===== src/pcg_defines.svh =====
`ifndef PCG_DEFINES_SVH
`define PCG_DEFINES_SVH

// Register word indices on the plain register port
`define PCG_OFS_CTRL 2'h0
`define PCG_OFS_POLY 2'h1
`define PCG_OFS_WDAT 2'h2
`define PCG_OFS_DAT 2'h3

// Control register field positions
`define PCG_CTRL_POLY_LENGTH_FIELD_LSB 0
`define PCG_CTRL_POLY_LENGTH_FIELD_MSB 3
`define PCG_CTRL_GO_BIT 4
`define PCG_CTRL_EMPTY_BIT 6
`define PCG_CTRL_FULL_BIT 7
`define PCG_CTRL_COUNT_LSB 8
`define PCG_CTRL_COUNT_MSB 12
`define PCG_CTRL_SIDL_BIT 13

// Reset values
`define PCG_POLY_LENGTH_FIELD_RST 4'h0
`define PCG_POLY_RST 15'h0000
`define PCG_COUNT_RST 5'h00
`define PCG_WORD_RST 16'h0000

// FIFO depth selection
`define PCG_POLY_LENGTH_FIELD_WIDE_MIN 4'h7
`define PCG_DEPTH_WIDE 5'h08
`define PCG_DEPTH_NARROW 5'h10
`define PCG_PTR_MASK_WIDE 4'h7
`define PCG_PTR_MASK_NARROW 4'hf

// Engine throughput: data bits consumed per clock
`define PCG_BITS_PER_CLK 5'h02

`endif


===== src/pcg_pkg.sv =====
package pcg_pkg;

   // Shift engine states, one-hot
   typedef enum logic [1:0] {
      PCG_ENG_IDLE = 2'h1,
      PCG_ENG_SHIFT = 2'h2
   } pcg_eng_state_e;

   typedef logic [15:0] pcg_word_t;

endpackage : pcg_pkg


===== src/pcg_shift_engine.sv =====
`include "pcg_defines.svh"

module pcg_shift_engine
   import pcg_pkg::*;
(
   input wire logic clk,
   input wire logic rst,
   input wire logic ce,
   input wire logic [3:0] poly_length_field,
   input wire logic [15:1] polyTerms,
   input wire logic load,
   input wire pcg_word_t loadWord,
   input wire logic seedWr,
   input wire pcg_word_t seedWord,
   output logic ready,
   output pcg_word_t result
);

   pcg_eng_state_e state_r;
   logic [4:0] bitsLeft_r;
   pcg_word_t data_r;
   pcg_word_t crc_r;
   pcg_word_t mask;
   pcg_word_t crcOne;
   pcg_word_t crcTwo;
   pcg_word_t crcNxt;

   // One serial step; x^0 always fed back, top term implied by the length
   function automatic pcg_word_t crcStep(input pcg_word_t c, input logic b,
                                         input logic [3:0] len, input logic [15:1] terms,
                                         input pcg_word_t m);
      pcg_word_t n;
      logic fb;
      fb = b ^ c[len];
      n = {c[14:0], fb};
      for (int i = 1; i < 16; i++) begin
         if (terms[i]) begin
            n[i] = n[i] ^ fb;
         end
      end
      return n & m;
   endfunction : crcStep

   assign mask = 16'hffff >> (4'hf - poly_length_field);

   // Two bits per clock; an odd last bit takes a single step
   always_comb begin
      crcOne = crcStep(crc_r, data_r[15], poly_length_field, polyTerms, mask);
      crcTwo = crcStep(crcOne, data_r[14], poly_length_field, polyTerms, mask);
      if (state_r != PCG_ENG_SHIFT) begin
         crcNxt = crc_r;
      end else if (bitsLeft_r >= `PCG_BITS_PER_CLK) begin
         crcNxt = crcTwo;
      end else begin
         crcNxt = crcOne;
      end
   end

   // Accepts the next word in the last shifting cycle so the stream never gaps
   assign ready = (state_r == PCG_ENG_IDLE) || (bitsLeft_r <= `PCG_BITS_PER_CLK);
   assign result = crc_r;

   // Shift state and data
   always_ff @(posedge clk or posedge rst) begin
      if (rst) begin
         state_r <= PCG_ENG_IDLE;
         bitsLeft_r <= 5'h00;
         data_r <= `PCG_WORD_RST;
      end else if (ce) begin
         case (state_r)
            PCG_ENG_IDLE: begin
               if (load) begin
                  state_r <= PCG_ENG_SHIFT;
               end
            end
            PCG_ENG_SHIFT: begin
               if (ready && !load) begin
                  state_r <= PCG_ENG_IDLE;
               end
            end
            default: begin
               state_r <= PCG_ENG_IDLE;
            end
         endcase
         if (load) begin
            bitsLeft_r <= {1'b0, poly_length_field} + 5'h01;
            data_r <= loadWord << (4'hf - poly_length_field);
         end else if (state_r == PCG_ENG_SHIFT) begin
            bitsLeft_r <= ready ? 5'h00 : bitsLeft_r - `PCG_BITS_PER_CLK;
            data_r <= data_r << 2;
         end
      end
   end

   // Checksum register; a software seed write wins over shifting
   always_ff @(posedge clk or posedge rst) begin
      if (rst) begin
         crc_r <= `PCG_WORD_RST;
      end else if (ce) begin
         if (seedWr) begin
            crc_r <= seedWord & mask;
         end else begin
            crc_r <= crcNxt;
         end
      end
   end

endmodule : pcg_shift_engine


===== src/pcg_crc_gen.sv =====
// Behaviour
// - Software programs feedback terms and polynomial length
// - x^0 and x^16 terms always fed back; here the top term is x^(length+1), so x^16 only at length 15
// - FIFO depth 8 above length seven, else 16
// - Word is length plus one bits; extras ignored
// - Count increments when the top byte lands
// - Started with words waiting: move word, decrement count
// - Last bit leaves half-length cycles after empty
// - Full flag when count reaches FIFO depth
// - Empty flag when count reaches zero
// - Write while full wraps count, no interrupt
// - Interrupt when count drops from one to zero
// - Length field holds polynomial length minus one
// - Stop-in-idle bit halts block in idle; here only the pop and the engine, seed writes included, halt; other writes and flags run on
// - Sleep freezes state, resumes when clocks return
//
// Decided for this implementation: the placing of the registers and the address-and-strobe port.

`include "pcg_defines.svh"

module pcg_crc_gen
   import pcg_pkg::*;
#(
   parameter int MAX_DEPTH = 16
)
(
   input wire logic clk,
   input wire logic rst,
   input wire logic clkEn,
   input wire logic idleMode,
   input wire logic [1:0] addr,
   input wire logic [15:0] wrData,
   input wire logic [1:0] wrBe,
   input wire logic wrStb,
   input wire logic rdStb,
   output logic [15:0] rdData,
   output logic crcIrq,
   output logic fifoFull,
   output logic fifoEmpty
);

   // Configuration held by software
   logic [3:0] polyLengthField_r;
   logic [15:1] polyTerms_r;
   logic shifterStart_r;
   logic stopInIdle_r;

   // FIFO storage and bookkeeping
   pcg_word_t mem [MAX_DEPTH];
   logic [3:0] wrPtr_r;
   logic [3:0] rdPtr_r;
   logic [4:0] validWordCount_r;
   logic [4:0] countNxt;
   pcg_word_t stage_r;

   // Status and bus outputs
   logic fullFlag_r;
   logic emptyFlag_r;
   logic irq_r;
   logic [15:0] rdData_r;

   // Decoded strobes and derived values
   logic runCe;
   logic wrCtrl;
   logic wrPoly;
   logic wrWdat;
   logic wrDat;
   logic plenWide;
   logic [4:0] depth;
   logic [3:0] ptrMask;
   pcg_word_t widthMask;
   logic msbLane;
   logic push;
   logic wrapWrite;
   logic pop;
   pcg_word_t pushWord;
   pcg_word_t seedWord;
   logic engReady;
   pcg_word_t result;

   // Sleep is clkEn low; stop-in-idle gates only the draining side
   assign runCe = clkEn && !(idleMode && stopInIdle_r);

   // Register decode
   assign wrCtrl = wrStb && (addr == `PCG_OFS_CTRL);
   assign wrPoly = wrStb && (addr == `PCG_OFS_POLY);
   assign wrWdat = wrStb && (addr == `PCG_OFS_WDAT);
   assign wrDat = wrStb && (addr == `PCG_OFS_DAT);

   // Depth and data width follow the length field
   assign plenWide = polyLengthField_r > `PCG_POLY_LENGTH_FIELD_WIDE_MIN;
   assign depth = plenWide ? `PCG_DEPTH_WIDE : `PCG_DEPTH_NARROW;
   assign ptrMask = plenWide ? `PCG_PTR_MASK_WIDE : `PCG_PTR_MASK_NARROW;
   assign widthMask = 16'hffff >> (4'hf - polyLengthField_r);

   // The byte holding the word's top bit is the one that completes a word
   assign msbLane = plenWide ? wrBe[1] : wrBe[0];

   // Merge the written lanes over the staged lanes, dropping bits above the width
   always_comb begin
      pushWord = stage_r;
      if (wrBe[0]) begin
         pushWord[7:0] = wrData[7:0];
      end
      if (wrBe[1]) begin
         pushWord[15:8] = wrData[15:8];
      end
      pushWord = pushWord & widthMask;
   end

   // Seed merge keeps the unwritten lane of the current checksum
   always_comb begin
      seedWord = result;
      if (wrBe[0]) begin
         seedWord[7:0] = wrData[7:0];
      end
      if (wrBe[1]) begin
         seedWord[15:8] = wrData[15:8];
      end
   end

   // Push, wrap and pop decisions
   assign push = wrWdat && msbLane;
   assign wrapWrite = push && fullFlag_r;
   assign pop = runCe && shifterStart_r && (validWordCount_r != 5'h00) && engReady && !wrapWrite;

   // Next count; a write into a full FIFO rolls the count to zero
   always_comb begin
      if (wrapWrite) begin
         countNxt = 5'h00;
      end else begin
         countNxt = validWordCount_r + {4'h0, push} - {4'h0, pop};
      end
   end

   // Control register: length, start, stop-in-idle
   always_ff @(posedge clk or posedge rst) begin
      if (rst) begin
         polyLengthField_r <= `PCG_POLY_LENGTH_FIELD_RST;
         shifterStart_r <= 1'b0;
         stopInIdle_r <= 1'b0;
      end else if (clkEn) begin
         if (wrCtrl && wrBe[0]) begin
            polyLengthField_r <= wrData[`PCG_CTRL_POLY_LENGTH_FIELD_MSB:`PCG_CTRL_POLY_LENGTH_FIELD_LSB];
            shifterStart_r <= wrData[`PCG_CTRL_GO_BIT];
         end
         if (wrCtrl && wrBe[1]) begin
            stopInIdle_r <= wrData[`PCG_CTRL_SIDL_BIT];
         end
      end
   end

   // Polynomial term enables; bit 0 has no storage
   always_ff @(posedge clk or posedge rst) begin
      if (rst) begin
         polyTerms_r <= `PCG_POLY_RST;
      end else if (clkEn) begin
         if (wrPoly && wrBe[0]) begin
            polyTerms_r[7:1] <= wrData[7:1];
         end
         if (wrPoly && wrBe[1]) begin
            polyTerms_r[15:8] <= wrData[15:8];
         end
      end
   end

   // Staging holds the lower byte until the top byte completes a wide word
   always_ff @(posedge clk or posedge rst) begin
      if (rst) begin
         stage_r <= `PCG_WORD_RST;
      end else if (clkEn) begin
         if (wrWdat) begin
            stage_r <= push ? `PCG_WORD_RST : pushWord;
         end
      end
   end

   // FIFO storage; no reset needed, the count guards stale entries
   always_ff @(posedge clk) begin
      if (clkEn && push && !wrapWrite) begin
         mem[wrPtr_r] <= pushWord;
      end
   end

   // Write pointer, wrapping at the active depth
   always_ff @(posedge clk or posedge rst) begin
      if (rst) begin
         wrPtr_r <= 4'h0;
      end else if (clkEn) begin
         if (wrapWrite) begin
            wrPtr_r <= 4'h0;
         end else if (push) begin
            wrPtr_r <= (wrPtr_r + 4'h1) & ptrMask;
         end
      end
   end

   // Read pointer; restarts with the write pointer on a wrap
   always_ff @(posedge clk or posedge rst) begin
      if (rst) begin
         rdPtr_r <= 4'h0;
      end else if (clkEn) begin
         if (wrapWrite) begin
            rdPtr_r <= 4'h0;
         end else if (pop) begin
            rdPtr_r <= (rdPtr_r + 4'h1) & ptrMask;
         end
      end
   end

   // Valid-word count
   always_ff @(posedge clk or posedge rst) begin
      if (rst) begin
         validWordCount_r <= `PCG_COUNT_RST;
      end else if (clkEn) begin
         validWordCount_r <= countNxt;
      end
   end

   // Flags track the next count so they agree with the count on every read
   always_ff @(posedge clk or posedge rst) begin
      if (rst) begin
         fullFlag_r <= 1'b0;
         emptyFlag_r <= 1'b1;
      end else if (clkEn) begin
         fullFlag_r <= countNxt == depth;
         emptyFlag_r <= countNxt == 5'h00;
      end
   end

   // Interrupt pulse on the one-to-zero step; a wrap never starts at one
   always_ff @(posedge clk or posedge rst) begin
      if (rst) begin
         irq_r <= 1'b0;
      end else if (clkEn) begin
         irq_r <= (validWordCount_r == 5'h01) && (countNxt == 5'h00) && !wrapWrite;
      end
   end

   // Read data valid only in the cycle after the strobe
   always_ff @(posedge clk or posedge rst) begin
      if (rst) begin
         rdData_r <= 16'h0000;
      end else if (clkEn) begin
         rdData_r <= 16'h0000;
         if (rdStb) begin
            case (addr)
               `PCG_OFS_CTRL: begin
                  rdData_r[`PCG_CTRL_POLY_LENGTH_FIELD_MSB:`PCG_CTRL_POLY_LENGTH_FIELD_LSB] <= polyLengthField_r;
                  rdData_r[`PCG_CTRL_GO_BIT] <= shifterStart_r;
                  rdData_r[`PCG_CTRL_EMPTY_BIT] <= emptyFlag_r;
                  rdData_r[`PCG_CTRL_FULL_BIT] <= fullFlag_r;
                  rdData_r[`PCG_CTRL_COUNT_MSB:`PCG_CTRL_COUNT_LSB] <= validWordCount_r;
                  rdData_r[`PCG_CTRL_SIDL_BIT] <= stopInIdle_r;
               end
               `PCG_OFS_POLY: begin
                  rdData_r <= {polyTerms_r, 1'b0};
               end
               `PCG_OFS_WDAT: begin
                  rdData_r <= result;
               end
               `PCG_OFS_DAT: begin
                  rdData_r <= result;
               end
               default: begin
                  rdData_r <= 16'h0000;
               end
            endcase
         end
      end
   end

   // Serial engine: started by the start bit, drains one word per pop
   pcg_shift_engine u_engine (
      .clk(clk),
      .rst(rst),
      .ce(runCe),
      .poly_length_field(polyLengthField_r),
      .polyTerms(polyTerms_r),
      .load(pop),
      .loadWord(mem[rdPtr_r]),
      .seedWr(wrDat && clkEn),
      .seedWord(seedWord),
      .ready(engReady),
      .result(result)
   );

   // Outputs
   assign rdData = rdData_r;
   assign crcIrq = irq_r;
   assign fifoFull = fullFlag_r;
   assign fifoEmpty = emptyFlag_r;

endmodule : pcg_crc_gen


===== config.mk =====
export PLATFORM = sky130hd
export DESIGN_NAME = pcg_crc_gen
export DESIGN_NICKNAME = d
export VERILOG_FILES = /design/src/pcg_pkg.sv /design/src/pcg_shift_engine.sv /design/src/pcg_crc_gen.sv
export VERILOG_INCLUDE_DIRS = /design/src
export SDC_FILE = /design/constraint.sdc
export NUM_CORES = 1
export LEC_CHECK = 0
export BUFFER_PORTS_ARGS = -buffer_cell sky130_fd_sc_hd__buf_2
export CAP_MARGIN = 40
export CORE_UTILIZATION = 45
export DETAILED_ROUTE_END_ITERATION = 6
export GPL_TIMING_DRIVEN = 0
export PLACE_DENSITY_LB_ADDON = 0.1
export SYNTH_ARGS = -nofsm -noshare
export SYNTH_HDL_FRONTEND = slang
export SYNTH_SLANG_ARGS = --single-unit

===== constraint.sdc =====
create_clock -name clk -period 4.52 [get_ports clk]
set_input_delay 0.904 -clock clk [delete_from_list [all_inputs] [get_ports clk]]
set_output_delay 0.904 -clock clk [all_outputs]
set_load 0.05 [all_outputs]

==> flow_summary.toml <==
[global_route]
use_met1_pct = 38.6
antenna_found_initial = 0
grt_pass1_wl_mm = 88.7
grt_use_met2_pct = 48.0
grt_max_degree = 60
track_usage_pct = 29.1
grt_pass1_vias = 13500
grt_use_met3_pct = 3.29
grt_busiest_layer = "met2"
overflow = 0

[yosys]
syn_inst = 1521
synth-edff-count = 256
synth-seq-area-share_pct = 56.8
yosys_register_bits = 364
netlist_area_mm2 = 0.0183
yosysWarnings = 0
synth_flop_cell = "edfxtp_1"
synth_cell_types = 74
avgSynthCellArea_um2 = 12.0
synth_nets = 1564
async_reset_ff_share_pct = 29.7

[cts]
cts_sinks = 364
clock_tree.root_cell = "clkbuf_16"
htree_levels = 2
insertion_delay_ns = 0.57
post_cts_buffers = 0
cts.reportedPaths.clkPinSlew_ns = 0.06
cts-buffers-inserted = 40
cts_tree = "built"
cts_max_path_buffers = 3

[final_layout]
num_antenna_cells = 0
drive_above_1_share_pct = 15.6
synthToLayoutAreaGrowth_pct = 14.7
nFillCells = 3431
fin_cells = 2197
final_cell_mix = "256 x edfxtp_1, 133 x mux2i_1, 114 x nand2_1, 106 x dfrtp_1, 96 x nor2_1"
nNetsFinal = 1685
multi_input_area_mm2 = 0.00735
final_core_util_pct = 52.5
regArea_mm2 = 0.0104
design_area_mm2 = 0.0210
mostFrequentLayoutCell = "edfxtp_1"

[setup_path]
r2r-start = "u_engine.result[13]"
crit_fanout = 10
startpoint = "u_engine.result[13]"
max_stage_delay_ns = 0.56
start_kind = "flop"
crit_family = "compound AO/OA/AOI/OAI gates"
path_cells = "mux4_2 -> mux2_4 -> a22o_1 -> xnor2_1 -> buf_2 -> o21ai_0 -> a21oi_1 -> a211oi_1 -> a2111oi_0 -> o22ai_1 -> nor3_1"
cp_slowest_cell = "a21oi_1"
end_kind = "flop"
cp.arrival_ns = 4.80
required_ns = 5.00
path_buf_inv = 1
worstSetupPathType = "reg -> reg"

[routing]
wl_per_cell_um = 26.8
vias_per_cell = 6.26
ant_nets = 0
drtIter0Drc = 1631
first_pass_iters = 5
wl_mm = 58.8
drc_errors = 0
num_vias = 13700

[floorplan]
core_region_area_mm2 = 0.0399
fp.dieW_um = 204
rows = 73
die_area_mm2 = 0.0414
start_util_pct = 45.8
die_y_um = 204
ioPinCount = 45

[power_and_ir_drop]
p_per_area_mw_per_mm2 = 616
p_leak_nw = 7.72
peakVddDrop_mv = 0.428

[timing]
slew_headroom_pct = 45.6
fin_crit_ns = 4.31
slew_violations = 0
tightestPinTransition_ns = 0.813
finalClockSkew_ns = 0.0192
finalHoldViolCount = 0
layout_setup_ws_ns = 0.205
fmax_mhz = 232
rsz0062_at_grt = "no"
setup_tns_ns = 0
period_share_pct = 95.5
finalSetupViolations = 0

[run_status]
status = "finished, final reports clean"

[place]
gp_congestion = 0.971
placed_cell_area_mm2 = 0.0196
pre_cts_ws_ns = -1.10
dp_hpwl_mm = 43.2
dp.cells = 2127
port_buffers = 41

[flow_run]
maxCapViolations = 0

[hold_path]
hold_path.class = "in -> async"
==> stage by stage <==
step	hold WS, ns	power, mW
floorplan	0.443	7.80
global placement	0.460	9.49
detailed placement	0.465	9.57
CTS	0.389	12.9
global route	0.427	13.5
finish	0.365	12.9
==> Yosys cell counts (5+ instances only) <==
cell type	number	share of area, %
nand2b_1	27	0.92
a211oi_1	11	0.45
a21oi_1	63	1.7
edfxtp_1	256	42
nand3_1	29	0.79
nor2_1	108	2.2
o21ai_0	85	2.3
nor4_1	20	0.68
a21o_1	5	0.21
a221oi_1	34	1.6
xnor2_1	13	0.62
and3_1	7	0.24
buf_2	10	0.27
a22o_1	17	0.81
inv_1	48	0.99
nor2b_1	10	0.34
o31ai_1	13	0.53
ha_1	16	1.1
or3_1	16	0.55
o211ai_1	14	0.57
mux2i_1	133	7.3
mux4_2	41	5.1
mux2_2	28	1.7
buf_1	16	0.33
xor2_1	6	0.29
nand2_1	114	2.3
a22oi_1	23	0.94
dfrtp_1	106	15
clkbuf_1	73	1.5
nand4_1	27	0.92
o22ai_1	26	0.89
and2_1	7	0.24
nor3_1	49	1.3
==> where the power goes <==
group	internal [mW]	leakage [nW]	switching, mW
registers	3.91	3.73	0.457
clock network	1.90	0.634	1.39
logic	1.87	3.35	3.39
total	7.68	7.72	5.24
==> sequential cells by signal, indices dropped and copies added, names as in the netlist <==
register             flops
crcIrq                   1
fifoEmpty                1
fifoFull                 1
mem                    256
polyLengthField_r        4
polyTerms_r             15
rdData                  16
rdPtr_r                  4
shifterStart_r           1
stage_r                 16
stopInIdle_r             1
u_engine.bitsLeft_r      5
u_engine.data_r         16
u_engine.result         16
u_engine.state_r         2
validWordCount_r         5
wrPtr_r                  4
==> repair_timing <==
item,4_1_cts,5_1_grt
cloned,0,0
hold buffers,0,0
resized for setup,3,15
endpoints found under the setup margin,14,23
==> kinds of logic (layout without fill, tap and decap cells) <==
| kind of cell | Yosys count | in the layout | synth area share [%] |
|---|---|---|---|
| xor+xnor | 19 | 19 | 0.910 |
| compound gates | 335 | 335 | 12.2 |
| flops | 364 | 364 | 56.8 |
| simple gates | 427 | 427 | 11.1 |
| fa+ha+maj | 17 | 17 | 1.20 |
| buf+inv | 153 | 304 | 3.33 |
| mux | 206 | 206 | 14.3 |
==> final timing paths <==
path	cells after the start	endpoint	slack, ns
setup reg to reg	11	u_engine.result[3]	0.21
setup / recovery	11	u_engine.result[3]	0.21
max in group asynchronous	3	u_engine.state_r[0]	3.41
min in group clk	2	u_engine.data_r[7]	0.47
hold / removal	2	polyTerms_r[11]	0.36
hold reg to reg	2	u_engine.data_r[7]	0.47
==> routing by layer <==
layer  share of wire [%]  vias to the layer above
met4                 4.7                        0
met1                  41                     6940
met2                  48                      608
met3                 6.6                      137
met5                   0                        -
li1                    -                     6060
==> cell type report <==
class / count / area share (%)
sequential: 364 / 49.6
multi-input combinational: 1004 / 35.0
clock buffer: 53 / 5.06
tap: 525 / 3.13
timing repair buffer: 82 / 3.12
buffer: 99 / 1.98
clock inverter: 19 / 1.16
inverter: 51 / 0.937
No activity file was read; power rests on OpenSTA's default activity.
